**config.mk**
```make
export PLATFORM = sky130hd
export DESIGN_NAME = spmc_top
export DESIGN_NICKNAME = d
export VERILOG_FILES = /design/src/rtl/spmc_pkg.sv /design/src/rtl/spmc_top.sv /design/src/rtl/spmc_rx.sv
export SDC_FILE = /design/constraint.sdc
export NUM_CORES = 1
export LEC_CHECK = 0
export BUFFER_PORTS_ARGS = -buffer_cell sky130_fd_sc_hd__buf_2
export CAP_MARGIN = 5
export CORE_ASPECT_RATIO = 0.75
export CORE_MARGIN = 3
export CORE_UTILIZATION = 55
export DETAILED_ROUTE_END_ITERATION = 10
export PLACE_DENSITY_LB_ADDON = 0.05
export SLEW_MARGIN = 20
export SYNTH_ARGS = -nofsm -noshare
export SYNTH_HDL_FRONTEND = slang
export SYNTH_SLANG_ARGS = --single-unit
```
**constraint.sdc**
```tcl
create_clock -name sys_clk -period 8.3 [get_ports sys_clk]
set_input_delay 0 -clock sys_clk [delete_from_list [all_inputs] [get_ports sys_clk]]
set_output_delay 0 -clock sys_clk [all_outputs]
set_load 0.01 [all_outputs]
```
**src/rtl/spmc_pkg.sv**
```systemverilog
// Constants, types and helpers shared by the serial port control block
`default_nettype none
package spmc_pkg;
  // Register byte offsets
  localparam logic [4:0] SPMC_OFS_CTRL = 5'h00;
  localparam logic [4:0] SPMC_OFS_CFG = 5'h04;
  localparam logic [4:0] SPMC_OFS_SLAVE_ADDRESS = 5'h08;
  localparam logic [4:0] SPMC_OFS_SMASK = 5'h0c;
  localparam logic [4:0] SPMC_OFS_DATA = 5'h10;
  localparam logic [4:0] SPMC_OFS_BAUD = 5'h14;
  localparam logic [4:0] SPMC_OFS_IRQ_STAT = 5'h18;
  localparam logic [4:0] SPMC_OFS_IRQ_MASK = 5'h1c;
  // Control register fields
  localparam int SPMC_B_SM0_FE = 7;
  localparam int SPMC_B_SM1 = 6;
  localparam int SPMC_B_SM2 = 5;
  localparam int SPMC_B_REN = 4;
  localparam int SPMC_B_TB8 = 3;
  localparam int SPMC_B_RB8 = 2;
  localparam int SPMC_B_TI = 1;
  localparam int SPMC_B_RI = 0;
  // Configuration register fields
  localparam int SPMC_B_BAUD_DOUBLE_SELECT = 7;
  localparam int SPMC_B_FRAME_ERROR_SELECT = 6;
  localparam int SPMC_B_TX_BUSY = 0;
  // Interrupt status / mask fields
  localparam int SPMC_B_IRQ_RX = 0;
  localparam int SPMC_B_IRQ_TX = 1;
  localparam int SPMC_B_IRQ_FE = 2;
  // Reset values
  localparam logic [7:0] SPMC_RST_BYTE = 8'h00;
  localparam logic [15:0] SPMC_RST_BAUD = 16'h00d8;
  // Bit periods in oscillator cycles
  localparam logic [15:0] SPMC_CYC_MODE0 = 16'h000c;
  localparam logic [15:0] SPMC_CYC_MODE2_SLOW = 16'h0040;
  localparam logic [15:0] SPMC_CYC_MODE2_FAST = 16'h0020;
  // Serial modes
  localparam logic [1:0] SPMC_MODE_SHIFT = 2'h0;
  localparam logic [1:0] SPMC_MODE_UART8 = 2'h1;
  localparam logic [1:0] SPMC_MODE_UART9_FIXED = 2'h2;

  typedef enum {RX_IDLE, RX_START, RX_DATA, RX_STOP} spmc_rx_state_t;
  typedef enum {TX_IDLE, TX_START, TX_DATA, TX_STOP, SH_RUN} spmc_tx_state_t;

  // Given or broadcast address hit; zero mask bits are don't-care in the given form, zero bits in the broadcast form
  function automatic logic spmc_addr_match(input logic [7:0] rx, input logic [7:0] addr,
                                           input logic [7:0] mask);
    logic [7:0] given;
    logic [7:0] bcast;
    given = addr & mask;
    bcast = addr | mask;
    spmc_addr_match = (((rx ^ given) & mask) == 8'h00) || ((~rx & bcast) == 8'h00);
  endfunction
endpackage
`default_nettype wire

```
**src/rtl/spmc_top.sv**
```systemverilog
// Serial port mode control: registers, transmitter, shift mode, flags
//
// The placing of the registers and register access over Avalon-MM were decided locally.
`default_nettype none
module spmc_top
  import spmc_pkg::*;
(
  // Clock and reset
  input wire logic sys_clk,
  input wire logic arst_n,
  // Avalon-MM slave
  input wire logic [4:0] avs_address,
  input wire logic avs_read,
  input wire logic avs_write,
  input wire logic [31:0] avs_writedata,
  input wire logic [3:0] avs_byteenable,
  output logic [31:0] avs_readdata,
  output logic avs_waitrequest,
  // Interrupt
  output logic irq,
  // Serial pins
  output logic txd,
  input wire logic rxd_in,
  output logic rxd_out,
  output logic rxd_oe_n
);
  logic rst_meta_q;
  logic rst_n_q;
  // Register contents
  logic sm0_q, sm1_q, sm2_q, ren_q, tb8_q, rb8_q, ti_q, ri_q, fe_q;
  logic baud_double_select_q, frame_error_select_q;
  logic [7:0] slave_address_q;
  logic [7:0] smask_q;
  logic [7:0] rx_data_q;
  logic [15:0] baud_q;
  logic [2:0] irq_stat_q;
  logic [2:0] irq_mask_q;
  // Bus
  logic req;
  logic acc;
  logic wr_acc;
  logic rd_acc;
  logic wr_lo;
  logic [7:0] wbyte;
  logic [31:0] rdata_d;
  // Engines
  logic [1:0] mode;
  logic [15:0] bit_cycles;
  spmc_tx_state_t tx_state_q;
  logic [15:0] tcnt_q;
  logic [3:0] tbit_q;
  logic [8:0] tsh_q;
  logic sh_rx_q;
  logic tcnt_zero;
  logic tx_evt, rx_evt, fe_evt, m0_rx_evt;
  logic rx_done, rx_ninth, rx_stop;
  logic [7:0] rx_byte;
  logic rx_accept;
  logic [7:0] m0_byte;

  // Reset release through two flops
  always_ff @(posedge sys_clk or negedge arst_n)
  begin
    if (!arst_n)
    begin
      rst_meta_q <= 1'b0;
      rst_n_q <= 1'b0;
    end
    else
    begin
      rst_meta_q <= 1'b1;
      rst_n_q <= rst_meta_q;
    end
  end

  assign mode = {sm0_q, sm1_q};
  always_comb
  begin
    unique case (mode)
      SPMC_MODE_SHIFT: bit_cycles = SPMC_CYC_MODE0;
      SPMC_MODE_UART9_FIXED: bit_cycles = baud_double_select_q ? SPMC_CYC_MODE2_FAST : SPMC_CYC_MODE2_SLOW;
      default: bit_cycles = baud_q + 16'h0001;
    endcase
  end

  // Access happens at the edge that sees waitrequest low
  assign req = avs_read | avs_write;
  assign acc = req & ~avs_waitrequest;
  assign wr_acc = acc & avs_write;
  assign rd_acc = acc & avs_read;
  assign wr_lo = wr_acc & avs_byteenable[0];
  assign wbyte = avs_writedata[7:0];

  always_comb
  begin
    rdata_d = 32'h0000_0000;
    unique case (avs_address)
      SPMC_OFS_CTRL: rdata_d[7:0] = {frame_error_select_q ? fe_q : sm0_q, sm1_q, sm2_q, ren_q,
                                     tb8_q, rb8_q, ti_q, ri_q};
      SPMC_OFS_CFG:
      begin
        rdata_d[SPMC_B_BAUD_DOUBLE_SELECT] = baud_double_select_q;
        rdata_d[SPMC_B_FRAME_ERROR_SELECT] = frame_error_select_q;
        rdata_d[SPMC_B_TX_BUSY] = (tx_state_q != TX_IDLE);
      end
      SPMC_OFS_SLAVE_ADDRESS: rdata_d[7:0] = slave_address_q;
      SPMC_OFS_SMASK: rdata_d[7:0] = smask_q;
      SPMC_OFS_DATA: rdata_d[7:0] = rx_data_q;
      SPMC_OFS_BAUD: rdata_d[15:0] = baud_q;
      SPMC_OFS_IRQ_STAT: rdata_d[2:0] = irq_stat_q;
      SPMC_OFS_IRQ_MASK: rdata_d[2:0] = irq_mask_q;
      default: rdata_d = 32'h0000_0000;
    endcase
  end

  // One wait cycle, then one ready cycle per access
  always_ff @(posedge sys_clk or negedge rst_n_q)
  begin
    if (!rst_n_q)
    begin
      avs_waitrequest <= 1'b1;
      avs_readdata <= 32'h0000_0000;
    end
    else
    begin
      avs_waitrequest <= ~(req & avs_waitrequest);
      if (req & avs_waitrequest)
        avs_readdata <= rdata_d;
    end
  end

  // Software configuration
  always_ff @(posedge sys_clk or negedge rst_n_q)
  begin
    if (!rst_n_q)
    begin
      sm0_q <= 1'b0;
      sm1_q <= 1'b0;
      sm2_q <= 1'b0;
      ren_q <= 1'b0;
      tb8_q <= 1'b0;
      baud_double_select_q <= 1'b0;
      frame_error_select_q <= 1'b0;
      slave_address_q <= SPMC_RST_BYTE;
      smask_q <= SPMC_RST_BYTE;
      baud_q <= SPMC_RST_BAUD;
      irq_mask_q <= 3'h0;
    end
    else
    begin
      if (wr_lo && avs_address == SPMC_OFS_CTRL)
      begin
        if (!frame_error_select_q)
          sm0_q <= wbyte[SPMC_B_SM0_FE];
        sm1_q <= wbyte[SPMC_B_SM1];
        sm2_q <= wbyte[SPMC_B_SM2];
        ren_q <= wbyte[SPMC_B_REN];
        tb8_q <= wbyte[SPMC_B_TB8];
      end
      if (wr_lo && avs_address == SPMC_OFS_CFG)
      begin
        baud_double_select_q <= wbyte[SPMC_B_BAUD_DOUBLE_SELECT];
        frame_error_select_q <= wbyte[SPMC_B_FRAME_ERROR_SELECT];
      end
      if (wr_lo && avs_address == SPMC_OFS_SLAVE_ADDRESS)
        slave_address_q <= wbyte;
      if (wr_lo && avs_address == SPMC_OFS_SMASK)
        smask_q <= wbyte;
      if (wr_lo && avs_address == SPMC_OFS_IRQ_MASK)
        irq_mask_q <= wbyte[2:0];
      if (wr_lo && avs_address == SPMC_OFS_BAUD)
        baud_q[7:0] <= wbyte;
      if (wr_acc && avs_byteenable[1] && avs_address == SPMC_OFS_BAUD)
        baud_q[15:8] <= avs_writedata[15:8];
    end
  end

  // Async receiver runs only outside shift mode
  spmc_rx u_rx (
    .clk(sys_clk),
    .rst_n(rst_n_q),
    .enable(ren_q && mode != SPMC_MODE_SHIFT),
    .ninth_en(sm0_q),
    .bit_cycles(bit_cycles),
    .rxd(rxd_in),
    .done(rx_done),
    .data(rx_byte),
    .ninth(rx_ninth),
    .stop_bit(rx_stop)
  );

  // Address filtering in the asynchronous modes
  always_comb
  begin
    if (!sm2_q)
      rx_accept = 1'b1;
    else if (mode == SPMC_MODE_UART8)
      rx_accept = rx_stop && spmc_addr_match(rx_byte, slave_address_q, smask_q);
    else
      rx_accept = rx_ninth && spmc_addr_match(rx_byte, slave_address_q, smask_q);
  end
  assign rx_evt = (rx_done & rx_accept) | m0_rx_evt;
  assign fe_evt = rx_done & ~rx_stop;

  // Transmitter and shift-mode engine
  assign tcnt_zero = (tcnt_q == 16'h0000);
  assign m0_byte = {rxd_in, tsh_q[7:1]};
  always_ff @(posedge sys_clk or negedge rst_n_q)
  begin
    if (!rst_n_q)
    begin
      tx_state_q <= TX_IDLE;
      tcnt_q <= 16'h0000;
      tbit_q <= 4'h0;
      tsh_q <= 9'h000;
      sh_rx_q <= 1'b0;
      txd <= 1'b1;
      rxd_out <= 1'b1;
      rxd_oe_n <= 1'b1;
      tx_evt <= 1'b0;
      m0_rx_evt <= 1'b0;
    end
    else
    begin
      tx_evt <= 1'b0;
      m0_rx_evt <= 1'b0;
      if (!tcnt_zero)
        tcnt_q <= tcnt_q - 16'h0001;
      unique case (tx_state_q)
        TX_IDLE:
        begin
          txd <= 1'b1;
          rxd_oe_n <= 1'b1;
          tbit_q <= 4'h0;
          tcnt_q <= bit_cycles - 16'h0001;
          if (wr_lo && avs_address == SPMC_OFS_DATA)
          begin
            tsh_q <= {tb8_q, wbyte};
            sh_rx_q <= 1'b0;
            if (mode == SPMC_MODE_SHIFT)
            begin
              tx_state_q <= SH_RUN;
              rxd_out <= wbyte[0];
              rxd_oe_n <= 1'b0;
            end
            else
            begin
              tx_state_q <= TX_START;
              txd <= 1'b0;
            end
          end
          else if (mode == SPMC_MODE_SHIFT && ren_q && !ri_q)
          begin
            tx_state_q <= SH_RUN;
            sh_rx_q <= 1'b1;
          end
        end
        TX_START:
          if (tcnt_zero)
          begin
            txd <= tsh_q[0];
            tsh_q <= {1'b0, tsh_q[8:1]};
            tcnt_q <= bit_cycles - 16'h0001;
            tx_state_q <= TX_DATA;
          end
        TX_DATA:
          if (tcnt_zero)
          begin
            tcnt_q <= bit_cycles - 16'h0001;
            tbit_q <= tbit_q + 4'h1;
            if (tbit_q == (sm0_q ? 4'h8 : 4'h7))
            begin
              txd <= 1'b1;
              tx_evt <= 1'b1;
              tx_state_q <= TX_STOP;
            end
            else
            begin
              txd <= tsh_q[0];
              tsh_q <= {1'b0, tsh_q[8:1]};
            end
          end
        TX_STOP:
          if (tcnt_zero)
            tx_state_q <= TX_IDLE;
        SH_RUN:
        begin
          // Shift clock low for the first half of each bit
          txd <= (tcnt_q < {1'b0, bit_cycles[15:1]});
          if (tcnt_zero)
          begin
            tcnt_q <= bit_cycles - 16'h0001;
            tbit_q <= tbit_q + 4'h1;
            tsh_q <= sh_rx_q ? {1'b0, m0_byte} : {1'b0, tsh_q[8:1]};
            rxd_out <= tsh_q[1];
            if (tbit_q == 4'h7)
            begin
              tx_state_q <= TX_IDLE;
              tx_evt <= ~sh_rx_q;
              m0_rx_evt <= sh_rx_q;
              txd <= 1'b1;
            end
          end
        end
      endcase
    end
  end

  // Received data and ninth bit
  always_ff @(posedge sys_clk or negedge rst_n_q)
  begin
    if (!rst_n_q)
    begin
      rx_data_q <= SPMC_RST_BYTE;
      rb8_q <= 1'b0;
    end
    else if (m0_rx_evt)
      rx_data_q <= m0_byte;
    else if (rx_done && rx_accept)
    begin
      rx_data_q <= rx_byte;
      rb8_q <= sm0_q ? rx_ninth : rx_stop;
    end
    else if (wr_lo && avs_address == SPMC_OFS_CTRL)
      rb8_q <= wbyte[SPMC_B_RB8];
  end

  // Flags: hardware set wins over a software clear
  always_ff @(posedge sys_clk or negedge rst_n_q)
  begin
    if (!rst_n_q)
    begin
      ti_q <= 1'b0;
      ri_q <= 1'b0;
      fe_q <= 1'b0;
    end
    else
    begin
      if (tx_evt)
        ti_q <= 1'b1;
      else if (wr_lo && avs_address == SPMC_OFS_CTRL)
        ti_q <= wbyte[SPMC_B_TI];
      if (rx_evt)
        ri_q <= 1'b1;
      else if (wr_lo && avs_address == SPMC_OFS_CTRL)
        ri_q <= wbyte[SPMC_B_RI];
      if (fe_evt)
        fe_q <= 1'b1;
      else if (wr_lo && avs_address == SPMC_OFS_CTRL && frame_error_select_q)
        fe_q <= wbyte[SPMC_B_SM0_FE];
    end
  end

  // Sticky event status, cleared by reading it
  always_ff @(posedge sys_clk or negedge rst_n_q)
  begin
    if (!rst_n_q)
    begin
      irq_stat_q <= 3'h0;
      irq <= 1'b0;
    end
    else
    begin
      // Only bits actually returned are cleared, so no event is lost
      irq_stat_q <= (irq_stat_q & ~((rd_acc && avs_address == SPMC_OFS_IRQ_STAT) ?
                     avs_readdata[2:0] : 3'h0)) | {fe_evt, tx_evt, rx_evt};
      irq <= |(irq_stat_q & irq_mask_q);
    end
  end
endmodule // spmc_top
`default_nettype wire

```
**src/rtl/spmc_rx.sv**
```systemverilog
// Asynchronous frame receiver, mid-bit sampling
`default_nettype none
module spmc_rx
  import spmc_pkg::*;
(
  // Clock and reset
  input wire logic clk,
  input wire logic rst_n,
  // Control
  input wire logic enable,
  input wire logic ninth_en,
  input wire logic [15:0] bit_cycles,
  // Line
  input wire logic rxd,
  // Result
  output logic done,
  output logic [7:0] data,
  output logic ninth,
  output logic stop_bit
);
  spmc_rx_state_t state_q;
  logic [15:0] cnt_q;
  logic [3:0] bitn_q;
  logic [8:0] sh_q;
  logic cnt_zero;

  assign cnt_zero = (cnt_q == 16'h0000);
  // 8-bit frames land in the upper bits of the shifter
  assign data = ninth_en ? sh_q[7:0] : sh_q[8:1];
  assign ninth = sh_q[8];

  always_ff @(posedge clk or negedge rst_n)
  begin
    if (!rst_n)
    begin
      state_q <= RX_IDLE;
      cnt_q <= 16'h0000;
      bitn_q <= 4'h0;
      sh_q <= 9'h000;
      done <= 1'b0;
      stop_bit <= 1'b0;
    end
    else
    begin
      done <= 1'b0;
      if (!cnt_zero)
        cnt_q <= cnt_q - 16'h0001;
      if (!enable)
        state_q <= RX_IDLE;
      else
      begin
        unique case (state_q)
          RX_IDLE:
            if (!rxd)
            begin
              cnt_q <= {1'b0, bit_cycles[15:1]};
              state_q <= RX_START;
            end
          RX_START:
            if (cnt_zero)
            begin
              // Glitch shorter than half a bit is not a start
              state_q <= rxd ? RX_IDLE : RX_DATA;
              cnt_q <= bit_cycles - 16'h0001;
              bitn_q <= 4'h0;
            end
          RX_DATA:
            if (cnt_zero)
            begin
              sh_q <= {rxd, sh_q[8:1]};
              cnt_q <= bit_cycles - 16'h0001;
              bitn_q <= bitn_q + 4'h1;
              if (bitn_q == (ninth_en ? 4'h8 : 4'h7))
                state_q <= RX_STOP;
            end
          RX_STOP:
            if (cnt_zero)
            begin
              done <= 1'b1;
              stop_bit <= rxd;
              state_q <= RX_IDLE;
            end
        endcase
      end
    end
  end
endmodule // spmc_rx
`default_nettype wire

```
==> impl_metrics.toml <==
[outcome]
status = "complete, no violations"

[drt]
ant_nets = 0
routed_wl_mm = 24.3
drt-initial-drc-count = 633
wl_per_cell_um = 19.8
routed-via-count = 7588
vias_per_cell = 6.19
drt-pass1-iter-count = 5
drc_errors = 0

[floorplan]
dieArea_um2 = 18100
core_um2 = 16100
chipWidth_um = 154
die_h_um = 117
start_util = 0.565
ios = 83
rows = 40

[setup_path]
critPathKind = "flip-flop to flip-flop"
cp-start-kind = "flip-flop"
reg2reg_from = "baud_q[0]"
rr_endpoint = "txd"
r2r_setup_slack_ps = 4490
cp-end-kind = "flip-flop"
worstPathRequired_ps = 8670
reg2reg_depth = 12
critPathMaxFanout = 9
worstPathArrival_ps = 4180

[clock_network]
post_cts_buffers = 0
cts_tree = "yes"
worstSkewPairLatency_ps = 430
cts_sinks = 148
hold_buffers = 21
clockBufferDepth = 2
htreeDepth = 4
cts_resized = 0
cts.clk_slew.worst_paths_ps = 70
cts_made_buffers = 17
cts_root_buf = "clkbuf_16"

[sta]
drv_slew = 0
finalCriticalPeriod_ps = 3810
slew_headroom = 0.287
holdWs_ps = 89.4
clock.fmax_mhz = 262
fin_setup_tns_ps = 0
setup_viol = 0
hold_viol_final = 0
fin_worst_skew_ps = 10.2
tightest_slew_ps = 1070
post-route-period-util = 0.459
rsz0062_at_grt = "no"

[placed_design]
portBuffers = 48
dpl.hpwl_mm = 17.8
gp_congestion = 0.918

[yosys]
ys_ff_latch = 148
async_reset_ff_frac = 1.00
synth_area_per_cell_um2 = 9.49
ys_types = 80
synth_edf_count = 0
synth_area_um2 = 9080
synthCells = 956
synth_ff_type = "dfrtp_1"
synth_seq_area_share = 0.409
ys_warn_count = 0

[finish]
final_nets = 1074
drive_above_1_share = 0.173
final_cell_mix = "dfrtp_1, nand2_1, nor2_1"
n_antenna_cell = 0
syn_to_final_growth_pct = 12.1
num-fill-cells = 1312
layout_commonest_cell = "dfrtp_1"
post-route-util = 0.633

[pwr]
vdd_ir_drop_max_v = 0.000167
leakagePower_nw = 4.40
share_seq_of_total_power = 0.419
p_per_area_nw_per_um2 = 226
power_frac_clock = 0.321
switching_share = 0.350
p_int_mw = 1.50
power_switching_mw = 0.805
combPwrFrac = 0.260

[global_routing]
antenna_found_initial = 0
met2_usage = 0.392
grt-busiest-layer = "met1"
grt_pass1_wl_mm = 39.1
grtUsageMet1 = 0.429
use_met3 = 0.0628
grt_usage = 0.276
grt_max_degree = 75
grt_pass1_vias = 7120
overflow = 0

[worst_hold_path]
hold_end = "tx_state_q[2]"
hold_path.class = "primary input to flip-flop"
min_from = "avs_byteenable[0]"
holdPathStages = 4

[flow_run]
maxCapViolCount = 0
==> cell type report <==
cell class                 instances  area (um^2)  share of cell area
inverter                          22         82.6             0.00812
tap                              210          263              0.0258
multi-input combinational        737         5050               0.496
clock inverter                    13          113              0.0111
clock buffer                      19          443              0.0435
timing repair buffer              76          508              0.0499
sequential                       148         3720               0.365
==> sequential cells by signal, indices dropped and copies added (netlist names), 8 cells and up <==
name	cells
tsh_q	9
avs_readdata	16
slave_address_q	8
baud_q	16
u_rx.cnt_q	16
rx_data_q	8
smask_q	8
u_rx.sh_q	9
tcnt_q	16
==> synthesized netlist by cell type (5+ instances only) <==
master | count | area share
a21o_1 | 5 | 0.0041
a21oi_1 | 32 | 0.018
a22oi_1 | 6 | 0.0050
a31oi_1 | 6 | 0.0041
and2_1 | 9 | 0.0062
and3_1 | 7 | 0.0048
buf_2 | 12 | 0.0066
buf_4 | 18 | 0.015
clkbuf_1 | 31 | 0.013
dfrtp_1 | 140 | 0.39
dfstp_2 | 8 | 0.023
ha_1 | 26 | 0.036
inv_1 | 21 | 0.0087
mux2_2 | 57 | 0.071
mux2i_1 | 44 | 0.049
nand2_1 | 125 | 0.052
nand2b_1 | 12 | 0.0083
nand3_1 | 21 | 0.012
nand3b_1 | 5 | 0.0041
nand4_1 | 11 | 0.0076
nor2_1 | 65 | 0.027
nor3_1 | 18 | 0.0099
nor3b_1 | 5 | 0.0041
nor4_1 | 10 | 0.0069
o211ai_1 | 5 | 0.0041
o21ai_0 | 61 | 0.034
o221ai_1 | 6 | 0.0058
o22a_1 | 9 | 0.0087
o22ai_1 | 12 | 0.0083
o31ai_1 | 9 | 0.0074
or2_2 | 7 | 0.0048
or3_1 | 11 | 0.0076
or4_1 | 5 | 0.0041
xnor2_1 | 31 | 0.030
xor2_1 | 22 | 0.021
==> critical path: stages, from the launching register on <==
cell      delay (ps)
dfrtp_1          540
ha_1             390
nand2_1          240
o31a_1           320
o21ai_0          650
ha_1             390
a21o_1           180
a211oi_1         250
o211ai_1         180
nor3_1           170
a21oi_1          110
a31o_2           250
nand2_1           60
==> worst max-delay path by stage <==
stage	start	endpoint	slack (ps)	cells past startpoint
CTS	baud_q[0]	txd	4580	12
global route	baud_q[0]	txd	4260	13
global placement	baud_q[0]	txd	4680	12
detailed placement	baud_q[0]	txd	4620	12
finish	baud_q[0]	txd	4490	12
floorplan	rst_n_q	avs_readdata[0]	3880	0
==> metal layers <==
| metal | vias up | part of all wire |
|---|---|---|
| met5 | - | 0 |
| met4 | 0 | 0.011 |
| met3 | 26 | 0.084 |
| met2 | 285 | 0.42 |
| met1 | 3757 | 0.49 |
| li1 | 3520 | - |
==> logic make-up (layout without fill, tap and decap cells) <==
| family | count (synthesis) | after routing | share of synthesized area |
|---|---|---|---|
| DFF | 148 | 148 | 0.409 |
| and+or+nand+nor | 342 | 342 | 0.193 |
| muxes | 102 | 102 | 0.122 |
| buffers and inverters | 86 | 130 | 0.0447 |
| AOI/OAI and AO/OA | 196 | 196 | 0.143 |
| adders and majority gates | 27 | 27 | 0.0369 |
| other | 2 | 17 | 0.000827 |
| xor gates and xnor gates | 53 | 53 | 0.0511 |
==> power groups by stage <==
| stage | clock, mW | sequential (mW) | combinational, mW |
|---|---|---|---|
| after global routing | 0.785 | 0.981 | 0.666 |
| after floorplan | 0 | 0.934 | 0.453 |
| final | 0.738 | 0.963 | 0.599 |
| after CTS | 0.748 | 0.960 | 0.591 |
| after global placement | 0 | 0.966 | 0.563 |
| after detailed placement | 0 | 0.971 | 0.579 |
==> stage by stage <==
| stage | setup slack, ps | instance area, um^2 | power (mW) | cells |
|---|---|---|---|---|
| after floorplan | 3880 | 9130 | 1.39 | 971 |
| final | 4490 | 10200 | 2.30 | 1225 |
| after CTS | 4580 | 10100 | 2.30 | 1223 |
| after detailed placement | 4620 | 9360 | 1.55 | 1170 |
| after global placement | 4680 | 9360 | 1.53 | 1170 |
| after global routing | 4260 | 10200 | 2.43 | 1225 |
Note: power is estimated with default switching activity, not from simulation.
